## src/rtl/pulse_accum_consts.vh

```
/*
 Constants for the pulse accumulator and modulus counter block: register
 byte offsets, field positions, reset values and divider figures.
 Assumes inclusion by bare name from the rtl/ design files.
*/
`ifndef PULSE_ACCUM_CONSTS_VH
`define PULSE_ACCUM_CONSTS_VH

// Register byte offsets on the APB slave
`define OFS_ACCUM_CTRL     12'h000
`define OFS_CLOCK_CTRL     12'h004
`define OFS_ACCUM_COUNT    12'h008
`define OFS_ACCUM_HOLD     12'h00C
`define OFS_MOD_CTRL       12'h010
`define OFS_MOD_LOAD       12'h014
`define OFS_MOD_COUNT      12'h018
`define OFS_IRQ_STATUS     12'h01C
`define OFS_IRQ_MASK       12'h020

// Accumulator control field positions
`define BIT_ACCUM_ENABLE   0
`define BIT_ACCUM_MODE     1
`define BIT_ACCUM_EDGE     2
`define BIT_TIMER_ENABLE   3

// Clock control field positions
`define BIT_CLK_SEL_LO     0
`define BIT_CLK_SEL_HI     1
`define BIT_LATCH_CMD      2

// Modulus control field positions
`define BIT_MOD_PRE_LO     0
`define BIT_MOD_PRE_HI     1
`define BIT_MOD_RELOAD     2
`define BIT_MOD_ENABLE     3
`define BIT_MOD_FORCE      4

// Interrupt status bit positions
`define BIT_IRQ_ACCUM      0
`define BIT_IRQ_MOD        1
`define IRQ_BITS           2

// Reset and preset values
`define MOD_PRESET         16'hFFFF
`define ACCUM_RESET        8'h00

// Divider figures
`define GATED_DIV          64
`define ACCUM_DIV_MID      256
`define ACCUM_DIV_HIGH     65536

`endif

```

## src/rtl/pulse_edge_sync.v

```verilog
/*
 Two-flop synchroniser for the accumulator input pin with rise and fall
 pulses derived from the second and third stages.
 Assumes one clock and a synchronous active-low reset.
*/
module pulse_edge_sync (
   // Clock and reset
   input  wire ref_clk_i,
   input  wire reset_n_i,
   // Pin in
   input  wire pin_i,
   // Clean level and edges
   output wire level_o,
   output wire rise_o,
   output wire fall_o
);
   reg meta_r;    // First stage, read only by the second
   reg sync_r;    // Second stage, clean level
   reg prev_r;    // Delayed clean level for edge detection

   // Synchroniser chain; edges from stages two and three so each counts once
   always @(posedge ref_clk_i) begin
      if (!reset_n_i) begin
         meta_r <= 1'b0;
         sync_r <= 1'b0;
         prev_r <= 1'b0;
      end else begin
         meta_r <= pin_i;
         sync_r <= meta_r;
         prev_r <= sync_r;
      end
   end

   assign level_o = sync_r;
   assign rise_o  = sync_r & ~prev_r;
   assign fall_o  = ~sync_r & prev_r;
endmodule // pulse_edge_sync

```

## src/rtl/tick_divider.v

```verilog
/*
 Free counter that emits a one-cycle tick every DIV input ticks.
 Assumes one clock; clear restarts the count.
*/
module tick_divider #(
   parameter W   = 16,
   parameter DIV = 64
) (
   // Clock and reset
   input  wire ref_clk_i,
   input  wire reset_n_i,
   // Control
   input  wire clear_i,
   input  wire tick_i,
   // Result
   output wire tick_o
);
   localparam integer LAST_I = DIV - 1;          // Terminal count
   localparam [W-1:0] LAST   = LAST_I[W-1:0];   // Cut to W bits on purpose
   reg [W-1:0] cnt_r;                   // Ticks seen so far

   // Count input ticks, wrap at the terminal count
   always @(posedge ref_clk_i) begin
      if (!reset_n_i || clear_i) begin
         cnt_r <= {W{1'b0}};
      end else if (tick_i) begin
         if (cnt_r == LAST) begin
            cnt_r <= {W{1'b0}};
         end else begin
            cnt_r <= cnt_r + 1'b1;
         end
      end
   end

   assign tick_o = tick_i && (cnt_r == LAST);
endmodule // tick_divider

```

## src/rtl/pulse_accum_modulus_counter.v

```verilog
/*
 Pulse accumulator A, timer counter clock select, accumulator latch and the
 modulus down-counter, reached over APB with a sticky interrupt status.
 Assumes the input pin is synchronous-ish (it is resynchronised here) and a
 timer prescaler tick arrives as a one-cycle pulse on the bus clock.
*/
`include "pulse_accum_consts.vh"

// Functional notes
// - Mode bit acts only while accumulator enabled
// - Event mode counts rising or falling pin edges
// - Gated, edge 1: count div64 while pin low
// - Gated, edge 0: count div64 while pin high
// - No div64 clock while timer disabled
// - Clock select: prescaler, accum clock, /256, /65536
// - Latch copies accumulator to holding, clears it
// - Forced load only while modulus counter enabled
// - Force-load bit write zero ignored, reads zero
// - Non-reload mode stops at zero
// - Disabled modulus count held at all ones
// - Prescale codes divide by 1, 4, 8, 16
// - New prescale takes effect at next load
module pulse_accum_modulus_counter #(
   parameter ACC_W = 8,
   parameter MOD_W = 16
) (
   // Clock and reset
   input  wire             ref_clk_i,
   input  wire             reset_n_i,
   // APB slave
   input  wire             psel_i,
   input  wire             penable_i,
   input  wire             pwrite_i,
   input  wire [11:0]      paddr_i,
   input  wire [31:0]      pwdata_i,
   output reg  [31:0]      prdata_o,
   output reg              pready_o,
   output reg              pslverr_o,
   // Pins and timer side
   input  wire             accum_input_pin_i,
   input  wire             prescaler_tick_i,
   output reg              counter_clock_tick_o,
   // Interrupt
   output reg              irq_o
);
   // Control registers
   reg              accum_a_enable_r;       // Accumulator enable
   reg              accum_mode_select_r;    // 1 gated, 0 events
   reg              accum_edge_control_r;   // Edge or gate polarity
   reg              timer_enable_bit_r;     // Timer prescaler running
   reg              counter_clock_sel_lo_r; // Counter clock select
   reg              counter_clock_sel_hi_r;
   reg              modulus_prescale_lo_r;  // Written prescale code
   reg              modulus_prescale_hi_r;
   reg              modulus_reload_mode_r;  // 1 reload at zero
   reg              modulus_counter_enable_r;
   reg  [MOD_W-1:0] mod_load_r;             // Load register
   reg  [MOD_W-1:0] mod_count_r;            // Count register
   reg  [1:0]       active_pre_r;           // Prescale code in use
   reg  [3:0]       pre_cnt_r;              // Modulus prescaler
   reg  [ACC_W-1:0] accum_r;                // Pulse accumulator
   reg  [ACC_W-1:0] hold_r;                 // Holding register
   reg  [`IRQ_BITS-1:0] irq_status_r;       // Sticky events
   reg  [`IRQ_BITS-1:0] irq_mask_r;         // Interrupt enables

   // Synchronised pin
   wire pin_level;
   wire pin_rise;
   wire pin_fall;

   pulse_edge_sync u_sync (
      .ref_clk_i (ref_clk_i),
      .reset_n_i (reset_n_i),
      .pin_i     (accum_input_pin_i),
      .level_o   (pin_level),
      .rise_o    (pin_rise),
      .fall_o    (pin_fall)
   );

   // Bus clock divided by 64, counted only while the timer enable bit is set, so it stops with the timer
   wire div64_tick;
   tick_divider #(.W(7), .DIV(`GATED_DIV)) u_div64 (
      .ref_clk_i (ref_clk_i),
      .reset_n_i (reset_n_i),
      .clear_i   (~timer_enable_bit_r),
      .tick_i    (timer_enable_bit_r),
      .tick_o    (div64_tick)
   );

   // Accumulator clock: pin edges or gated div64 pulses
   reg accum_clock;
   reg gate_end;
   always @* begin
      accum_clock = 1'b0;
      gate_end    = 1'b0;
      if (accum_a_enable_r) begin
         if (!accum_mode_select_r) begin
            accum_clock = accum_edge_control_r ? pin_rise : pin_fall;
         end else if (accum_edge_control_r) begin
            accum_clock = div64_tick & ~pin_level;
            gate_end    = pin_rise;
         end else begin
            accum_clock = div64_tick & pin_level;
            gate_end    = pin_fall;
         end
      end
   end

   // Accumulator clock dividers for the counter clock choices
   wire acc_div256;
   wire acc_div65536;
   tick_divider #(.W(9), .DIV(`ACCUM_DIV_MID)) u_div256 (
      .ref_clk_i (ref_clk_i),
      .reset_n_i (reset_n_i),
      .clear_i   (1'b0),
      .tick_i    (accum_clock),
      .tick_o    (acc_div256)
   );
   tick_divider #(.W(17), .DIV(`ACCUM_DIV_HIGH)) u_div65536 (
      .ref_clk_i (ref_clk_i),
      .reset_n_i (reset_n_i),
      .clear_i   (1'b0),
      .tick_i    (accum_clock),
      .tick_o    (acc_div65536)
   );

   // Counter clock multiplexer
   reg counter_tick_nxt;
   always @* begin
      case ({counter_clock_sel_hi_r, counter_clock_sel_lo_r})
         2'b00:   counter_tick_nxt = prescaler_tick_i;
         2'b01:   counter_tick_nxt = accum_clock;
         2'b10:   counter_tick_nxt = acc_div256;
         2'b11:   counter_tick_nxt = acc_div65536;
         default: counter_tick_nxt = 1'b0;
      endcase
   end

   // APB decode: writes take effect in the access phase, read data is captured at the end of setup
   wire wr_en = psel_i & penable_i & pwrite_i;
   wire mapped = (paddr_i == `OFS_ACCUM_CTRL) || (paddr_i == `OFS_CLOCK_CTRL) ||
                 (paddr_i == `OFS_ACCUM_COUNT) || (paddr_i == `OFS_ACCUM_HOLD) ||
                 (paddr_i == `OFS_MOD_CTRL) || (paddr_i == `OFS_MOD_LOAD) ||
                 (paddr_i == `OFS_MOD_COUNT) || (paddr_i == `OFS_IRQ_STATUS) ||
                 (paddr_i == `OFS_IRQ_MASK);
   wire latch_cmd  = wr_en && (paddr_i == `OFS_CLOCK_CTRL) && pwdata_i[`BIT_LATCH_CMD];
   wire mod_ctl_wr = wr_en && (paddr_i == `OFS_MOD_CTRL);
   // Forced load ignored unless the counter is already enabled
   wire force_load = mod_ctl_wr && pwdata_i[`BIT_MOD_FORCE] && modulus_counter_enable_r;

   // Modulus prescaler tick using the code latched at the last load
   reg pre_tick;
   always @* begin
      case (active_pre_r)
         2'b00:   pre_tick = 1'b1;
         2'b01:   pre_tick = (pre_cnt_r[1:0] == 2'b11);
         2'b10:   pre_tick = (pre_cnt_r[2:0] == 3'b111);
         2'b11:   pre_tick = (pre_cnt_r == 4'b1111);
         default: pre_tick = 1'b0;
      endcase
   end

   // Underflow event: count one reaching zero on a tick
   wire mod_tick  = modulus_counter_enable_r && !force_load && pre_tick;
   wire mod_under = mod_tick && (mod_count_r == {{(MOD_W-1){1'b0}}, 1'b1});
   wire mod_zero  = (mod_count_r == {MOD_W{1'b0}});

   // Control registers and the modulus counter
   always @(posedge ref_clk_i) begin
      if (!reset_n_i) begin
         accum_a_enable_r         <= 1'b0;
         accum_mode_select_r      <= 1'b0;
         accum_edge_control_r     <= 1'b0;
         timer_enable_bit_r       <= 1'b0;
         counter_clock_sel_lo_r   <= 1'b0;
         counter_clock_sel_hi_r   <= 1'b0;
         modulus_prescale_lo_r    <= 1'b0;
         modulus_prescale_hi_r    <= 1'b0;
         modulus_reload_mode_r    <= 1'b0;
         modulus_counter_enable_r <= 1'b0;
         mod_load_r               <= {MOD_W{1'b0}};
         mod_count_r              <= `MOD_PRESET;
         active_pre_r             <= 2'b00;
         pre_cnt_r                <= 4'h0;
         irq_mask_r               <= {`IRQ_BITS{1'b0}};
      end else begin
         if (wr_en && paddr_i == `OFS_ACCUM_CTRL) begin
            accum_a_enable_r     <= pwdata_i[`BIT_ACCUM_ENABLE];
            accum_mode_select_r  <= pwdata_i[`BIT_ACCUM_MODE];
            accum_edge_control_r <= pwdata_i[`BIT_ACCUM_EDGE];
            timer_enable_bit_r   <= pwdata_i[`BIT_TIMER_ENABLE];
         end
         if (wr_en && paddr_i == `OFS_CLOCK_CTRL) begin
            counter_clock_sel_lo_r <= pwdata_i[`BIT_CLK_SEL_LO];
            counter_clock_sel_hi_r <= pwdata_i[`BIT_CLK_SEL_HI];
         end
         if (mod_ctl_wr) begin
            // Prescale code stored but not yet used
            modulus_prescale_lo_r    <= pwdata_i[`BIT_MOD_PRE_LO];
            modulus_prescale_hi_r    <= pwdata_i[`BIT_MOD_PRE_HI];
            modulus_reload_mode_r    <= pwdata_i[`BIT_MOD_RELOAD];
            modulus_counter_enable_r <= pwdata_i[`BIT_MOD_ENABLE];
         end
         if (wr_en && paddr_i == `OFS_MOD_LOAD) begin
            mod_load_r <= pwdata_i[MOD_W-1:0];
         end
         if (wr_en && paddr_i == `OFS_IRQ_MASK) begin
            irq_mask_r <= pwdata_i[`IRQ_BITS-1:0];
         end
         // Modulus count register
         if (!modulus_counter_enable_r) begin
            mod_count_r <= `MOD_PRESET;
            pre_cnt_r   <= 4'h0;
         end else if (force_load) begin
            mod_count_r  <= mod_load_r;
            pre_cnt_r    <= 4'h0;
            active_pre_r <= {modulus_prescale_hi_r, modulus_prescale_lo_r};
         end else begin
            pre_cnt_r <= pre_tick ? 4'h0 : pre_cnt_r + 4'h1;
            if (pre_tick && !mod_zero) begin
               if (mod_under && modulus_reload_mode_r) begin
                  mod_count_r  <= mod_load_r;
                  active_pre_r <= {modulus_prescale_hi_r, modulus_prescale_lo_r};
               end else begin
                  mod_count_r <= mod_count_r - 1'b1;
               end
            end
            // At zero with reload off the count simply stays put
         end
      end
   end

   // Accumulator, holding register; latch clear overrides a same-cycle count
   always @(posedge ref_clk_i) begin
      if (!reset_n_i) begin
         accum_r <= `ACCUM_RESET;
         hold_r  <= `ACCUM_RESET;
      end else if (latch_cmd) begin
         hold_r  <= accum_r;
         accum_r <= `ACCUM_RESET;
      end else if (accum_clock) begin
         accum_r <= accum_r + 1'b1;
      end
   end

   // Sticky status: set wins over a write-one clear
   reg [`IRQ_BITS-1:0] irq_set;
   reg [`IRQ_BITS-1:0] irq_clr;
   always @* begin
      irq_set = {`IRQ_BITS{1'b0}};
      irq_set[`BIT_IRQ_ACCUM] = gate_end;
      irq_set[`BIT_IRQ_MOD]   = mod_under;
      irq_clr = (wr_en && paddr_i == `OFS_IRQ_STATUS) ? pwdata_i[`IRQ_BITS-1:0] : {`IRQ_BITS{1'b0}};
   end

   always @(posedge ref_clk_i) begin
      if (!reset_n_i) begin
         irq_status_r <= {`IRQ_BITS{1'b0}};
      end else begin
         irq_status_r <= (irq_status_r & ~irq_clr) | irq_set;
      end
   end

   // Read multiplexer; command bits always read zero
   reg [31:0] rdata_nxt;
   always @* begin
      rdata_nxt = 32'h0000_0000;
      case (paddr_i)
         `OFS_ACCUM_CTRL: begin
            rdata_nxt[`BIT_ACCUM_ENABLE] = accum_a_enable_r;
            rdata_nxt[`BIT_ACCUM_MODE]   = accum_mode_select_r;
            rdata_nxt[`BIT_ACCUM_EDGE]   = accum_edge_control_r;
            rdata_nxt[`BIT_TIMER_ENABLE] = timer_enable_bit_r;
         end
         `OFS_CLOCK_CTRL: begin
            rdata_nxt[`BIT_CLK_SEL_LO] = counter_clock_sel_lo_r;
            rdata_nxt[`BIT_CLK_SEL_HI] = counter_clock_sel_hi_r;
         end
         `OFS_ACCUM_COUNT: rdata_nxt[ACC_W-1:0] = accum_r;
         `OFS_ACCUM_HOLD:  rdata_nxt[ACC_W-1:0] = hold_r;
         `OFS_MOD_CTRL: begin
            rdata_nxt[`BIT_MOD_PRE_LO] = modulus_prescale_lo_r;
            rdata_nxt[`BIT_MOD_PRE_HI] = modulus_prescale_hi_r;
            rdata_nxt[`BIT_MOD_RELOAD] = modulus_reload_mode_r;
            rdata_nxt[`BIT_MOD_ENABLE] = modulus_counter_enable_r;
         end
         `OFS_MOD_LOAD:   rdata_nxt[MOD_W-1:0] = mod_load_r;
         `OFS_MOD_COUNT:  rdata_nxt[MOD_W-1:0] = mod_count_r;
         `OFS_IRQ_STATUS: rdata_nxt[`IRQ_BITS-1:0] = irq_status_r;
         `OFS_IRQ_MASK:   rdata_nxt[`IRQ_BITS-1:0] = irq_mask_r;
         default:         rdata_nxt = 32'h0000_0000;
      endcase
   end

   // Registered outputs; pready is a one-cycle pulse that rises with penable, after the setup cycle
   always @(posedge ref_clk_i) begin
      if (!reset_n_i) begin
         prdata_o             <= 32'h0000_0000;
         pready_o             <= 1'b0;
         pslverr_o            <= 1'b0;
         counter_clock_tick_o <= 1'b0;
         irq_o                <= 1'b0;
      end else begin
         pready_o             <= psel_i & ~penable_i;
         pslverr_o            <= psel_i & ~penable_i & ~mapped;
         prdata_o             <= (psel_i & ~penable_i & ~pwrite_i) ? rdata_nxt : prdata_o;
         counter_clock_tick_o <= counter_tick_nxt;
         irq_o                <= |(((irq_status_r & ~irq_clr) | irq_set) & irq_mask_r);
      end
   end

endmodule // pulse_accum_modulus_counter

```

## config.mk

```make
export PLATFORM = sky130hd
export DESIGN_NAME = pulse_accum_modulus_counter
export DESIGN_NICKNAME = d
export VERILOG_FILES = /design/src/rtl/pulse_edge_sync.v /design/src/rtl/tick_divider.v /design/src/rtl/pulse_accum_modulus_counter.v
export VERILOG_INCLUDE_DIRS = /design/src /design/src/rtl
export SDC_FILE = /design/constraint.sdc
export NUM_CORES = 1
export LEC_CHECK = 0
export ABC_AREA = 1
export BUFFER_PORTS_ARGS = -buffer_cell sky130_fd_sc_hd__buf_2
export CAP_MARGIN = 20
export CORE_ASPECT_RATIO = 1.2
export CORE_MARGIN = 4
export CORE_UTILIZATION = 30
export CTS_CLUSTER_DIAMETER = 60
export DETAILED_ROUTE_END_ITERATION = 10
export PLACE_DENSITY = 0.47
export SETUP_SLACK_MARGIN = 0.1
export SLEW_MARGIN = 20
export SYNTH_ARGS = -nofsm -noshare
export SYNTH_HDL_FRONTEND = slang
export SYNTH_HIERARCHICAL = 1
export SYNTH_SLANG_ARGS = --single-unit
```

## constraint.sdc

```tcl
create_clock -name ref_clk_i -period 2.47 [get_ports ref_clk_i]
set_clock_uncertainty 0.1 [all_clocks]
set_input_delay 0.741 -clock ref_clk_i [delete_from_list [all_inputs] [get_ports ref_clk_i]]
set_output_delay 0.741 -clock ref_clk_i [all_outputs]
set_load 0.02 [all_outputs]
```

==> flow_metrics.tcl <==
set metrics [dict create \
    status "complete, no violations" \
    synthAdderAreaFrac_pct 1.70 \
    clkPwrFrac_pct 53.7 \
    synth_edf_count 0 \
    slowest_delay_ps 350 \
    die-area_sq_mm 0.0245 \
    cp-start-kind "flop" \
    pin_count 87 \
    ys_warn_count 6 \
    arrival_ps 2370 \
    grt_max_degree 36 \
    comb_power_share_pct 4.1 \
    crit_fanout 6 \
    drc_errors 0 \
    synthXorXnorAreaFrac_pct 3.44 \
    start_util_pct 30.5 \
    drv_cap 0 \
    seqPwrFrac_pct 42.2 \
    clock_sinks 124 \
    finalHoldViolCount 0 \
    path_clk_slew_ps 60 \
    clockBufferDepth 2 \
    synth_top_family_by_area "simple AND/OR/NAND/NOR gates" \
    ys_seq_elements 124 \
    final_max_slew_viol_count 0 \
    routed_wirelength_microns 17800 \
    postCtsHoldBufs 0 \
    p_per_area_mw_per_mm2 592 \
    p_switching_uw 1100 \
    period_needed_ps 2160 \
    via_count 6082 \
    rsz0062_at_grt "false" \
    power_uw 4780 \
    syn_inst 971 \
    path_class "flop to flop" \
    syn-mean-instance-area_sq_um 6.82 \
    first_iter_violations 350 \
    antenna_cells 0 \
    fin_nets 1127 \
    gr-usage-met3_pct 3.41 \
    min_path_type "flop to flop" \
    syn_area_sq_mm 0.00662 \
    muxShareOfSynthArea_pct 0.151 \
    synth-seq-area-share_pct 37.5 \
    final_common_cell "nand2_1" \
    drive_gt1_share_pct 17.8 \
    die_x_microns 144 \
    numPortBuffers 54 \
    fin_crit_sh_pct 87.3 \
    intPower_uw 3690 \
    grt_pass1_wl_microns 29300 \
    met2_usage_pct 26.4 \
    crit_chain "ha_4 > nand2_2 > nor2_4 > nand3_2 > inv_2 > nand3_1 > o21ai_1 > nand2_1 > inv_2 > nand2_2 > nor2_4 > nand2_4 > nor2_4 > nor2_4 > inv_2 > nor2_1" \
    antenna_found_initial 0 \
    area_growth_pct 22.1 \
    fin_setup_tns_ps 0 \
    wl_per_cell_microns 13.2 \
    grt-ovfl-total 0 \
    final_cell_mix "178 x nand2_1, 146 x inv_1, 122 x dfxtp_1, 110 x nor2_1, 77 x nand3_1" \
    async_flop_share_pct 0 \
    crit_required_ps 2680 \
    vias_per_cell 4.49 \
    postRouteAntennaNets 0 \
    dp_hpwl_microns 13400 \
    crit_top_cell "nor2_4" \
    ir_drop_mv 0.422 \
    cts_buffers 17 \
    insertion_delay_ps 420 \
    final-setup-viol-count 0 \
    use_met1_pct 18.1 \
    routabilityCongestion 0.869 \
    synth-main-ff-cell "dfxtp_1" \
    cts_tree "done" \
    synth_simple_gate_area_share_pct 30.9 \
    die_y_microns 171 \
    p_leak_uw 0.00358 \
    fmax_ghz 0.464 \
    first_global_vias 5937 \
    synth_compound_area_share_pct 13.7 \
    crit_path_top_delay_cell "dfxtp_2" \
    track_usage_pct 15.0 \
    h-tree-depth 4 \
    switching_share_pct 22.9 \
    crit_path_end_kind "flop" \
    fp.coreArea_sq_mm 0.0217 \
    pre_cts_slack_ps 76.2 \
    placementRows 59 \
    root_buffer "clkbuf_16" \
    setup_slack_ps 314 \
    synthDistinctLibCells 37 \
    dr.pass1.iters 5 \
    grt-busiest-layer "met2" \
]
## power groups by stage
stage,Combinational [uW],Sequential (uW),Clock [uW]
floorplan,115,2070,0
global placement,198,2060,0
detailed placement,198,2060,0
CTS,199,2020,2630
global route,223,2020,2720
finish,197,2020,2570
## metrics by stage
step	instances	util, %	area [sq um]	hold WS, ps
after floorplan	988	-	6690	290
after global placement	1315	34.0	7370	298
after detailed placement	1315	34.0	7370	305
after CTS	1347	36.8	7980	318
after global routing	1354	37.2	8080	366
final	1354	37.2	8080	312
## registers in the layout, indices dropped and copies added (netlist names), 2 cells and up
| signal | cells |
|---|---|
| irq_status_r | 2 |
| mod_load_r | 16 |
| active_pre_r | 2 |
| prdata_o | 16 |
| hold_r | 8 |
| mod_count_r | 16 |
| irq_mask_r | 2 |
| u_div256/cnt_r | 9 |
| u_div65536/cnt_r | 17 |
| accum_r | 8 |
| pre_cnt_r | 4 |
| u_div64/cnt_r | 7 |
## worst max-delay path, delay by kind of cell (launching register included)
kind | cells | cell delay (ps)
compound gates | 1 | 90
fa+ha+maj | 1 | 140
buf+inv | 3 | 300
flops | 1 | 350
simple gates | 11 | 1080
## cell type report
cell class                      instances  area [sq um]
Fill cell                            2413         13600
Multi-Input combinational cell        671          3420
Sequential cell                       124          2480
Timing Repair Buffer                  100           657
Inverter                              153           574
Clock buffer                           18           439
Tap cell                              274           343
Clock inverter                         14           169
## cell usage after synthesis, types with 4 or more instances
library cell | n | share of area (%)
a21oi_1 | 64 | 4.8
buf_2 | 4 | 0.30
buf_4 | 20 | 2.3
buf_6 | 4 | 0.68
clkbuf_1 | 11 | 0.62
dfxtp_1 | 124 | 37
ha_1 | 9 | 1.7
inv_1 | 148 | 8.4
inv_2 | 4 | 0.23
nand2_1 | 181 | 10
nand2_2 | 9 | 0.85
nand2_4 | 4 | 0.68
nand3_1 | 79 | 6.0
nand3b_1 | 7 | 0.79
nand4_1 | 11 | 1.0
nor2_1 | 112 | 6.3
nor2_2 | 16 | 1.5
nor2_4 | 6 | 1.0
nor3_1 | 8 | 0.60
o21ai_0 | 75 | 5.7
o21ai_1 | 12 | 0.91
o221ai_1 | 8 | 1.1
o22ai_1 | 8 | 0.76
xnor2_1 | 5 | 0.66
xor2_1 | 21 | 2.8
## kinds of logic after synthesis
family / count (synthesis)
AND/OR/NAND/NOR: 446
buffers and inverters: 193
AO/OA/AOI/OAI: 171
flip-flops: 124
XOR/XNOR: 26
adder cells (fa/ha/maj): 9
other: 1
multiplexers: 1
## metal layers
metal / part of all wire, % / up-vias
met3: 2.9 / 19
met1: 44 / 2731
met2: 51 / 75
li1: - / 3257
met5: 0 / -
met4: 2.0 / 0
## worst paths after layout
kind | from | end | slack (ps) | depth (start not counted)
setup / recovery | u_div64/cnt_r[1] | u_div65536/cnt_r[11] | 310 | 16
hold reg to reg | u_sync/meta_r | u_sync/level_o | 310 | 2
hold / removal | u_sync/meta_r | u_sync/level_o | 310 | 2
setup reg to reg | u_div64/cnt_r[1] | u_div65536/cnt_r[11] | 310 | 16
## repair_timing
| item | CTS | global route |
|---|---|---|
| setup endpoints to repair | 9 | 21 |
| buffers inserted | 0 | 7 |
| pin swaps | 0 | 10 |
| resized for setup | 1 | 17 |
No activity file was read; power rests on OpenSTA's default activity.
